[config.mk]
export PLATFORM = sky130hd
export DESIGN_NAME = sfic_core
export DESIGN_NICKNAME = d
export VERILOG_FILES = /design/src/pkg/sfic_pkg.sv /design/src/core/sfic_core.sv
export SDC_FILE = /design/constraint.sdc
export NUM_CORES = 2
export LEC_CHECK = 0
export ABC_AREA = 1
export BUFFER_PORTS_ARGS = -buffer_cell sky130_fd_sc_hd__buf_2
export CORE_AREA = 3 3 325 327
export CTS_BUF_LIST = sky130_fd_sc_hd__clkbuf_16
export DETAILED_ROUTE_END_ITERATION = 8
export DIE_AREA = 0 0 328 330
export HOLD_SLACK_MARGIN = 0.05
export MAX_ROUTING_LAYER = met4
export PLACE_DENSITY = 0.71
export SYNTH_ARGS = -nofsm -noshare
export SYNTH_HDL_FRONTEND = slang
export SYNTH_SLANG_ARGS = --single-unit
[constraint.sdc]
create_clock -name core_clk -period 11.5 [get_ports core_clk]
set_clock_uncertainty 0.1 [all_clocks]
set_input_delay 0.575 -clock core_clk [delete_from_list [all_inputs] [get_ports core_clk]]
set_output_delay 0.575 -clock core_clk [all_outputs]
set_load 0.005 [all_outputs]
[src/pkg/sfic_pkg.sv]
// Shared constants, register map and config layout of the fault conditioning
package sfic_pkg;
    // ==========================================================
    // Channel counts
    localparam int NUM_PRIMARY = 5;
    localparam int NUM_DUAL = 5;
    localparam int NUM_CHAN = NUM_PRIMARY + NUM_DUAL;
    localparam int NUM_FILT = NUM_CHAN + NUM_DUAL;
    localparam int CODE_W = 8;
    localparam int HYST_W = 5;
    localparam int US_W = 7;
    localparam int CNT_W = 12;

    // ==========================================================
    // Timing
    localparam int CLK_HZ = 40_000_000;
    localparam int GLITCH_MAX_US = 100;
    localparam int PULSE_MAX_US = 100;
    localparam int CYC_PER_US = CLK_HZ / 1_000_000;
    localparam logic [US_W-1:0] US_LIMIT = 7'h64;
    localparam logic [CNT_W-1:0] CYC_US = 12'h028;

    // ==========================================================
    // Register map, byte addresses
    localparam logic [7:0] CHAN_CFG_BASE = 8'h00;
    localparam logic [7:0] DUAL_CFG_BASE = 8'h28;
    localparam logic [7:0] STATUS_ADDR = 8'h40;
    localparam logic [7:0] RAW_ADDR = 8'h44;
    localparam logic [31:0] READ_ZERO = 32'h0000_0000;

    // ==========================================================
    // Fault selection, bit 0 undervoltage, bit 1 excess voltage
    typedef enum logic [1:0] {
        SFIC_SEL_OFF = 2'h0,
        SFIC_SEL_UV = 2'h1,
        SFIC_SEL_OV = 2'h2,
        SFIC_SEL_WINDOW = 2'h3
    } sfic_sel_t;

    // Per detector configuration, one register word
    typedef struct packed {
        logic [US_W-1:0] glitch_us;
        logic [1:0] range;
        sfic_sel_t sel;
        logic [HYST_W-1:0] hysteresis_code;
        logic [CODE_W-1:0] ov_th;
        logic [CODE_W-1:0] uv_th;
    } sfic_chan_cfg_t;

    // Dual function input configuration, one register word
    typedef struct packed {
        logic [US_W-1:0] pulse_us;
        logic pull_down;
        logic edge_mode;
        logic digital;
    } sfic_dual_cfg_t;

    localparam sfic_chan_cfg_t CHAN_CFG_RESET = '0;
    localparam sfic_dual_cfg_t DUAL_CFG_RESET = '0;
endpackage

[src/core/sfic_core.sv]
// Supply fault input conditioning: hysteresis, glitch filters, digital inputs
//
// Functional notes
// - Undervoltage holds until above threshold plus hysteresis
// - Excess voltage holds until below threshold minus hysteresis
// - In tolerance, compare against the bare threshold
// - Hysteresis code is five bits, threshold steps
// - Every detector output has a final glitch filter
// - Pulses shorter than timeout never reach output
// - Longer pulses pass, lagging exactly the timeout
// - Dual input analog mode has single range
// - Digital mode moves detector onto mapped primary input
// - Secondary detector shares range, reports warning
// - Warnings readable and ORed to sequencer
// - Digital inputs delivered to sequencer as inputs
// - Level mode outputs buffered pin level
// - Edge mode emits programmable width pulse
// - Digital inputs use the same glitch filter
// - Weak pull-down only when selected, digital mode
// - Thresholds are eight bit codes per detector
// - Analog and digital use of input exclusive
`timescale 1ns/1ps
module sfic_core (
    // Clock and reset
    input wire logic core_clk,
    input wire logic rst,
    // Avalon-MM slave
    input wire logic [7:0] address,
    input wire logic read,
    input wire logic write,
    input wire logic [31:0] writedata,
    output logic [31:0] readdata,
    output logic waitrequest,
    // Comparator front end level codes, one per channel; warning detectors reuse the primary codes
    input wire logic [sfic_pkg::NUM_CHAN-1:0][sfic_pkg::CODE_W-1:0] level,
    // Dual function pins as logic inputs, asynchronous
    input wire logic [sfic_pkg::NUM_DUAL-1:0] dual_function_input,
    // Towards the sequencing engine
    output logic [sfic_pkg::NUM_CHAN-1:0] fault,
    output logic warning_any,
    output logic [sfic_pkg::NUM_DUAL-1:0] digital_out,
    // Weak pull-down enables of the dual function pins
    output logic [sfic_pkg::NUM_DUAL-1:0] pull_down_en
);
    localparam int NC = sfic_pkg::NUM_CHAN;
    localparam int ND = sfic_pkg::NUM_DUAL;
    localparam int NP = sfic_pkg::NUM_PRIMARY;
    localparam int NF = sfic_pkg::NUM_FILT;
    localparam int CW = sfic_pkg::CNT_W;

    // ==========================================================
    // Helper functions
    // Clamp a microsecond field to the documented maximum
    function automatic logic [sfic_pkg::US_W-1:0] clamp_us(
        input logic [sfic_pkg::US_W-1:0] us
    );
        clamp_us = (us > sfic_pkg::US_LIMIT) ? sfic_pkg::US_LIMIT : us;
    endfunction

    // Microseconds to clock cycles, at most 4000 so it fits twelve bits
    function automatic logic [CW-1:0] us_to_cyc(
        input logic [sfic_pkg::US_W-1:0] us
    );
        logic [2*CW-1:0] prod;
        prod = {{(2*CW-sfic_pkg::US_W){1'b0}}, us} *
               {{CW{1'b0}}, sfic_pkg::CYC_US};
        us_to_cyc = prod[CW-1:0];
    endfunction

    // Undervoltage flag with hysteresis on release only
    function automatic logic uv_next(
        input logic flag,
        input logic [sfic_pkg::CODE_W-1:0] lvl,
        input sfic_pkg::sfic_chan_cfg_t c
    );
        logic [sfic_pkg::CODE_W:0] release_at;
        release_at = {1'b0, c.uv_th} + {4'h0, c.hysteresis_code};
        if (!flag) begin
            uv_next = lvl < c.uv_th;
        end else begin
            uv_next = !({1'b0, lvl} > release_at);
        end
    endfunction

    // Excess voltage flag; adding to the level avoids an underflow
    function automatic logic ov_next(
        input logic flag,
        input logic [sfic_pkg::CODE_W-1:0] lvl,
        input sfic_pkg::sfic_chan_cfg_t c
    );
        logic [sfic_pkg::CODE_W:0] lvl_plus;
        lvl_plus = {1'b0, lvl} + {4'h0, c.hysteresis_code};
        if (!flag) begin
            ov_next = lvl > c.ov_th;
        end else begin
            ov_next = !(lvl_plus < {1'b0, c.ov_th});
        end
    endfunction

    // ==========================================================
    // Configuration storage
    sfic_pkg::sfic_chan_cfg_t chan_cfg [NC];
    sfic_pkg::sfic_dual_cfg_t dual_cfg [ND];

    // Bus decode
    wire logic [5:0] word_idx = address[7:2];
    wire logic chan_hit = word_idx < 6'(NC);
    wire logic dual_hit = (word_idx >= 6'(NC)) && (word_idx < 6'(NC + ND));
    wire logic [3:0] chan_idx = word_idx[3:0];
    wire logic [2:0] dual_idx = 3'(word_idx - 6'(NC));
    wire logic bus_take = write && !waitrequest;

    // Write data shaped for storage
    sfic_pkg::sfic_chan_cfg_t wr_chan;
    sfic_pkg::sfic_dual_cfg_t wr_dual;
    always_comb begin
        wr_chan = sfic_pkg::sfic_chan_cfg_t'(writedata[$bits(wr_chan)-1:0]);
        wr_chan.glitch_us = clamp_us(wr_chan.glitch_us);
        if (chan_idx >= 4'(NP)) begin
            wr_chan.range = 2'h0;
        end
        wr_dual = sfic_pkg::sfic_dual_cfg_t'(writedata[$bits(wr_dual)-1:0]);
        wr_dual.pulse_us = clamp_us(wr_dual.pulse_us);
    end

    // Register writes take effect at the edge that ends the waitrequest low cycle
    always_ff @(posedge core_clk) begin
        for (int k = 0; k < NC; k++) begin
            if (rst) begin
                chan_cfg[k] <= sfic_pkg::CHAN_CFG_RESET;
            end else if (bus_take && chan_hit && chan_idx == 4'(k)) begin
                chan_cfg[k] <= wr_chan;
            end
        end
        for (int k = 0; k < ND; k++) begin
            if (rst) begin
                dual_cfg[k] <= sfic_pkg::DUAL_CFG_RESET;
            end else if (bus_take && dual_hit && dual_idx == 3'(k)) begin
                dual_cfg[k] <= wr_dual;
            end
        end
    end

    // ==========================================================
    // Pin synchronisers; stage one is read by stage two only
    logic [ND-1:0] pin_meta;
    logic [ND-1:0] pin_sync;
    always_ff @(posedge core_clk) begin
        if (rst) begin
            pin_meta <= '0;
            pin_sync <= '0;
        end else begin
            pin_meta <= dual_function_input;
            pin_sync <= pin_meta;
        end
    end

    // ==========================================================
    // Hysteresis comparators: 0-4 primary, 5-9 dual analog, 10-14 warning
    logic [NF-1:0] uv_flag;
    logic [NF-1:0] ov_flag;
    logic [NF-1:0] filt_in;
    logic [NF-1:0] filt_out;

    genvar g;
    generate
        for (g = 0; g < NF; g++) begin : g_det
            localparam int CI = (g < NC) ? g : g - ND;
            localparam int LI = (g < NC) ? g : g - NC;
            localparam int DI = (g < NP) ? 0 : ((g < NC) ? g - NP : g - NC);
            // Warning detectors watch the mapped primary level
            wire sfic_pkg::sfic_chan_cfg_t c = chan_cfg[CI];
            wire logic dig = (g >= NP) && dual_cfg[DI].digital;
            wire logic active = (g < NP) ? 1'b1 :
                                ((g < NC) ? !dig : dig);
            wire logic uv_en = c.sel[0] && active;
            wire logic ov_en = c.sel[1] && active;
            wire logic uv_n = uv_en && uv_next(uv_flag[g], level[LI], c);
            wire logic ov_n = ov_en && ov_next(ov_flag[g], level[LI], c);

            // Flags restart from in-tolerance whenever disabled
            always_ff @(posedge core_clk) begin
                if (rst) begin
                    uv_flag[g] <= 1'b0;
                    ov_flag[g] <= 1'b0;
                end else begin
                    uv_flag[g] <= uv_n;
                    ov_flag[g] <= ov_n;
                end
            end

            // Dual inputs in digital mode feed the pin through the filter
            if (g >= NP && g < NC) begin : g_dual_src
                assign filt_in[g] = dig ? pin_sync[DI] :
                                    (uv_flag[g] | ov_flag[g]);
            end else begin : g_ana_src
                assign filt_in[g] = uv_flag[g] | ov_flag[g];
            end

            // Glitch filter; limit 0 still costs the one register stage
            logic [CW-1:0] cnt;
            wire logic [CW-1:0] limit = us_to_cyc(c.glitch_us);
            wire logic [CW:0] cnt_inc = {1'b0, cnt} + 13'h0001;
            wire logic expire = cnt_inc >= {1'b0, limit};
            always_ff @(posedge core_clk) begin
                if (rst) begin
                    cnt <= '0;
                    filt_out[g] <= 1'b0;
                end else if (filt_in[g] == filt_out[g]) begin
                    cnt <= '0;
                end else if (expire) begin
                    cnt <= '0;
                    filt_out[g] <= filt_in[g];
                end else begin
                    cnt <= cnt_inc[CW-1:0];
                end
            end
        end
    endgenerate

    // ==========================================================
    // Digital input blocks: level copy or edge pulse
    logic [ND-1:0] dig_prev;
    logic [ND-1:0] dig_pulse;
    logic [ND-1:0][CW-1:0] pulse_cnt;
    generate
        for (g = 0; g < ND; g++) begin : g_dig
            wire logic d = filt_out[NP + g];
            wire logic edge_seen = d != dig_prev[g];
            wire logic [CW-1:0] width = us_to_cyc(dual_cfg[g].pulse_us);
            // Width zero still yields a single cycle pulse
            always_ff @(posedge core_clk) begin
                if (rst) begin
                    dig_prev[g] <= 1'b0;
                    dig_pulse[g] <= 1'b0;
                    pulse_cnt[g] <= '0;
                end else begin
                    dig_prev[g] <= d;
                    if (edge_seen) begin
                        dig_pulse[g] <= 1'b1;
                        pulse_cnt[g] <= (width > 12'h001) ?
                                        width - 12'h001 : 12'h000;
                    end else if (pulse_cnt[g] != 12'h000) begin
                        pulse_cnt[g] <= pulse_cnt[g] - 12'h001;
                    end else begin
                        dig_pulse[g] <= 1'b0;
                    end
                end
            end
        end
    endgenerate

    // ==========================================================
    // Outputs to the sequencing engine and pin pull-downs, all registered
    logic [ND-1:0] dig_sel;
    logic [ND-1:0] edge_sel;
    logic [ND-1:0] pd_sel;
    always_comb begin
        for (int k = 0; k < ND; k++) begin
            dig_sel[k] = dual_cfg[k].digital;
            edge_sel[k] = dual_cfg[k].edge_mode;
            pd_sel[k] = dual_cfg[k].pull_down;
        end
    end
    wire logic [ND-1:0] warn_vec = filt_out[NF-1:NC] & dig_sel;
    wire logic [ND-1:0] lvl_copy = filt_out[NC-1:NP];
    wire logic [ND-1:0] next_digital_out =
        dig_sel & ((edge_sel & dig_pulse) | (~edge_sel & lvl_copy));
    wire logic [NC-1:0] next_fault =
        {filt_out[NC-1:NP] & ~dig_sel, filt_out[NP-1:0]};

    always_ff @(posedge core_clk) begin
        if (rst) begin
            fault <= '0;
            warning_any <= 1'b0;
            digital_out <= '0;
            pull_down_en <= '0;
        end else begin
            fault <= next_fault;
            warning_any <= |warn_vec;
            digital_out <= next_digital_out;
            pull_down_en <= dig_sel & pd_sel;
        end
    end

    // ==========================================================
    // Read multiplexer
    wire logic [31:0] status_word = {11'h000, warning_any, warn_vec,
                                     digital_out, fault};
    wire logic [31:0] raw_word = {2'h0, ov_flag, uv_flag};
    logic [31:0] rd_mux;
    always_comb begin
        rd_mux = sfic_pkg::READ_ZERO;
        if (chan_hit) begin
            rd_mux[$bits(sfic_pkg::sfic_chan_cfg_t)-1:0] = chan_cfg[chan_idx];
        end else if (dual_hit) begin
            rd_mux[$bits(sfic_pkg::sfic_dual_cfg_t)-1:0] = dual_cfg[dual_idx];
        end else if (address == sfic_pkg::STATUS_ADDR) begin
            rd_mux = status_word;
        end else if (address == sfic_pkg::RAW_ADDR) begin
            rd_mux = raw_word;
        end
    end

    // ==========================================================
    // Avalon handshake: one wait cycle, then a single low cycle
    // The extra cycle keeps readdata and waitrequest registered
    always_ff @(posedge core_clk) begin
        if (rst) begin
            waitrequest <= 1'b1;
            readdata <= sfic_pkg::READ_ZERO;
        end else if (!waitrequest) begin
            waitrequest <= 1'b1;
        end else if (read || write) begin
            waitrequest <= 1'b0;
            readdata <= read ? rd_mux : readdata;
        end
    end
endmodule

==> flow_summary.ini <==
[run_status]
status = finished clean

[synthesis]
ys.flop_type = edfxtp_1
synthTopCellsByArea = edfxtp_1 20%, ha_1 19%, dfxtp_1 13%
synthAdderAreaFrac_pct = 20.8
synthMuxAreaShare_pct = 0
synth_enable_flop_cells = 370
netlist.area_leader.share_pct = 19.7
yosysMostFrequentCell = inv_1
synth_warnings = 0
netlist_instances = 7069
synth_compound_area_share_pct = 12.3
synth.largest_area_cell = edfxtp_1
ys_types = 72
yosys_register_bits = 729
yosys.area_share.simple_pct = 20.0
avgSynthCellArea_um2 = 7.98
synth_top_family_by_area = adder cells
synth_area_mm2 = 0.0564
async_flop_share_pct = 0
ys_seq_area_share_pct = 32.4
yosys.area_share.xor_xnor_pct = 5.71
synthTopCellsByCount = 1082 x inv_1, 949 x nor2_1, 932 x nand2_1

[worst_setup_path]
max_stage_delay_ns = 0.46
required_ns = 12.00
crit_chain = ha_1 > ha_1 > a21oi_1 > inv_1 > a31oi_1 > o21ai_0 > a21oi_1 > xor2_1 > ha_1 > inv_1 > o211ai_1 > nor2_1 > nand4_1 > nor3_1
crit_arrival_ns = 4.13
r2r_start = chan_cfg[4][28]
crit_start = chan_cfg[4][28]
crit_fanout = 12
crit_type = flop to flop
slowest_stage = nand4_1
crit_path_end_kind = flop
crit_top_cell = ha_1
critPathLaunchType = flop

[grt]
first_global_vias = 47500
grt_max_degree = 57
overflow = 0
antenna_found_initial = 18
grt_usage_pct = 35.8
grt_pass1_wl_um = 284000

[layout]
area_growth_pct = 9.32
seq_area_mm2 = 0.0183
nets = 8284
drive_above_1_share_pct = 6.38
fin_area_mm2 = 0.0617
fill_cells = 9309
multi_input_comb_area_mm2 = 0.0332

[power_and_ir_drop]
p_leak_nw = 28.6
totalPowerFinal_w = 0.00760
vdd_ir_drop_max_v = 0.000125
powerDensity_mw_per_mm2 = 123

[routing]
avgRoutedWirePerCell_um = 22.0
drcViolationCount = 0
wl_um = 192000
postRouteAntennaNets = 0
via_count = 50800
dr.pass1.iters = 6
routed_via_density = 5.83
dr.first_iter.drc_count = 5421

[floorplanning]
pin_count = 183
coreArea_mm2 = 0.103
die_h_um = 330
initial_core_util_pct = 54.6
die-width_um = 328
dieArea_mm2 = 0.108
num_rows = 118

[clock_tree]
clock_latency_ns = 0.70
cts_tree = done
htreeDepth = 3
numCtsBuffers = 85
clk_path_buf_depth = 3
clkTransAtPathRegs_ns = 0.06
cts_root_buf = clkbuf_16
clock-sinks = 729

[placement]
routabilityCongestion = 1.00
port_buffers = 182
placed_area_mm2 = 0.0586
dp_hpwl_um = 149000

[timing]
clock.fmax_mhz = 276
slew_headroom_pct = 13.0
setup-violations-final = 0
period_share_pct = 31.6
min_period_ns = 3.63
slew_viol_final = 0
tns_ns = 0
rsz0062_at_grt = no
worst_slew_pin_slew_ns = 1.30
hold_violations = 0

[hold_path]
hp-start = dual_function_input[1]
hold_path_class = primary input to flop

[run]
maxCapViolations = 0
state kept, by name, indices dropped and copies added (netlist names):
signal	cells
digital_out	5
dual_cfg	50
dig_pulse	5
warning_any	1
dig_prev	5
ov_flag	15
fault	10
pull_down_en	5
pulse_cnt	60
filt_out	10
waitrequest	1
pin_sync	5
raw_word	15
g_det.cnt	180
readdata	32
g_dig.d	5
pin_meta	5
chan_cfg	320
what timing repair did:
item	CTS	global route
hold endpoints to repair	5	0
setup buffers	0	0
hold buffers	6	0
resized for setup	0	0
placed cells by master, fill, tap and decap left out, types with 53 or more instances in the layout:
master,count
clkbuf_16,89
o21ai_0,290
dfxtp_1,359
ha_1,873
nor3_1,109
xor2_1,238
xnor2_1,123
nor2_1,947
a22oi_1,63
inv_1,1090
nand2_1,932
nand4_1,135
o211ai_1,59
edfxtp_1,370
a21oi_1,559
nand3_1,332
o22ai_1,53
buf_2,181
per-layer routing:
layer	share of wire, %	track usage (%)	vias to the layer above
met5	0	-	-
met4	5.5	17.8	0
met3	10	6.96	540
met2	44	54.4	2298
met1	40	45.5	23800
li1	-	-	24200
layout make-up:
type	instances	share of cell area, %
antenna	18	0.0731
clock buffer	89	3.61
clock inverter	71	1.17
inverter	1118	6.83
multi-input combinational	5093	53.9
sequential	729	29.7
tap	1380	2.80
timing repair buffer	215	1.91
metrics by stage:
step | std cells | utilization (%) | worst slack [ns] | hold WS [ns]
after floorplan | 7078 | - | 7.40 | 0.288
final | 8713 | 59.7 | 7.87 | 0.0973
after global routing | 8712 | 59.7 | 7.48 | 0.0954
after CTS | 8695 | 59.7 | 7.90 | 0.0677
after global placement | 8529 | 56.8 | 7.88 | 0.315
after detailed placement | 8529 | 56.8 | 7.86 | 0.303
logic make-up (layout without fill, tap and decap cells):
family                     count (synthesis)  after routing
DFF                                      729            729
and+or+nand+nor                         2593           2593
AOI/OAI and AO/OA                       1213           1213
adders and majority gates                913            913
other                                      1             28
buffers and inverters                   1256           1493
xor gates and xnor gates                 364            364
report_power, final:
part / total, W / leakage, nW / internal, W / switching [W]
sequential: 0.00302 / 6.72 / 0.00287 / 0.000145
clock: 0.00287 / 1.48 / 0.00167 / 0.00121
combinational: 0.00171 / 20.4 / 0.000626 / 0.00108
total: 0.00760 / 28.6 / 0.00517 / 0.00243
critical path: cells and delay by family, from the launching register on:
family	cells	cell delay, ns
buf+inv	2	0.13
flops	1	0.44
fa+ha+maj	3	0.99
compound gates	5	0.80
simple gates	3	0.92
xor+xnor	1	0.18
path summary, 6_finish.rpt:
check / end / slack (ns) / depth (start not counted)
max: g_det[4].cnt[8] / 7.87 / 14
min: pin_meta[1] / 0.1 / 3
max reg2reg: g_det[4].cnt[8] / 7.87 / 14
min reg2reg: pin_sync[0] / 0.31 / 2
(Power assumes the default switching activity.)
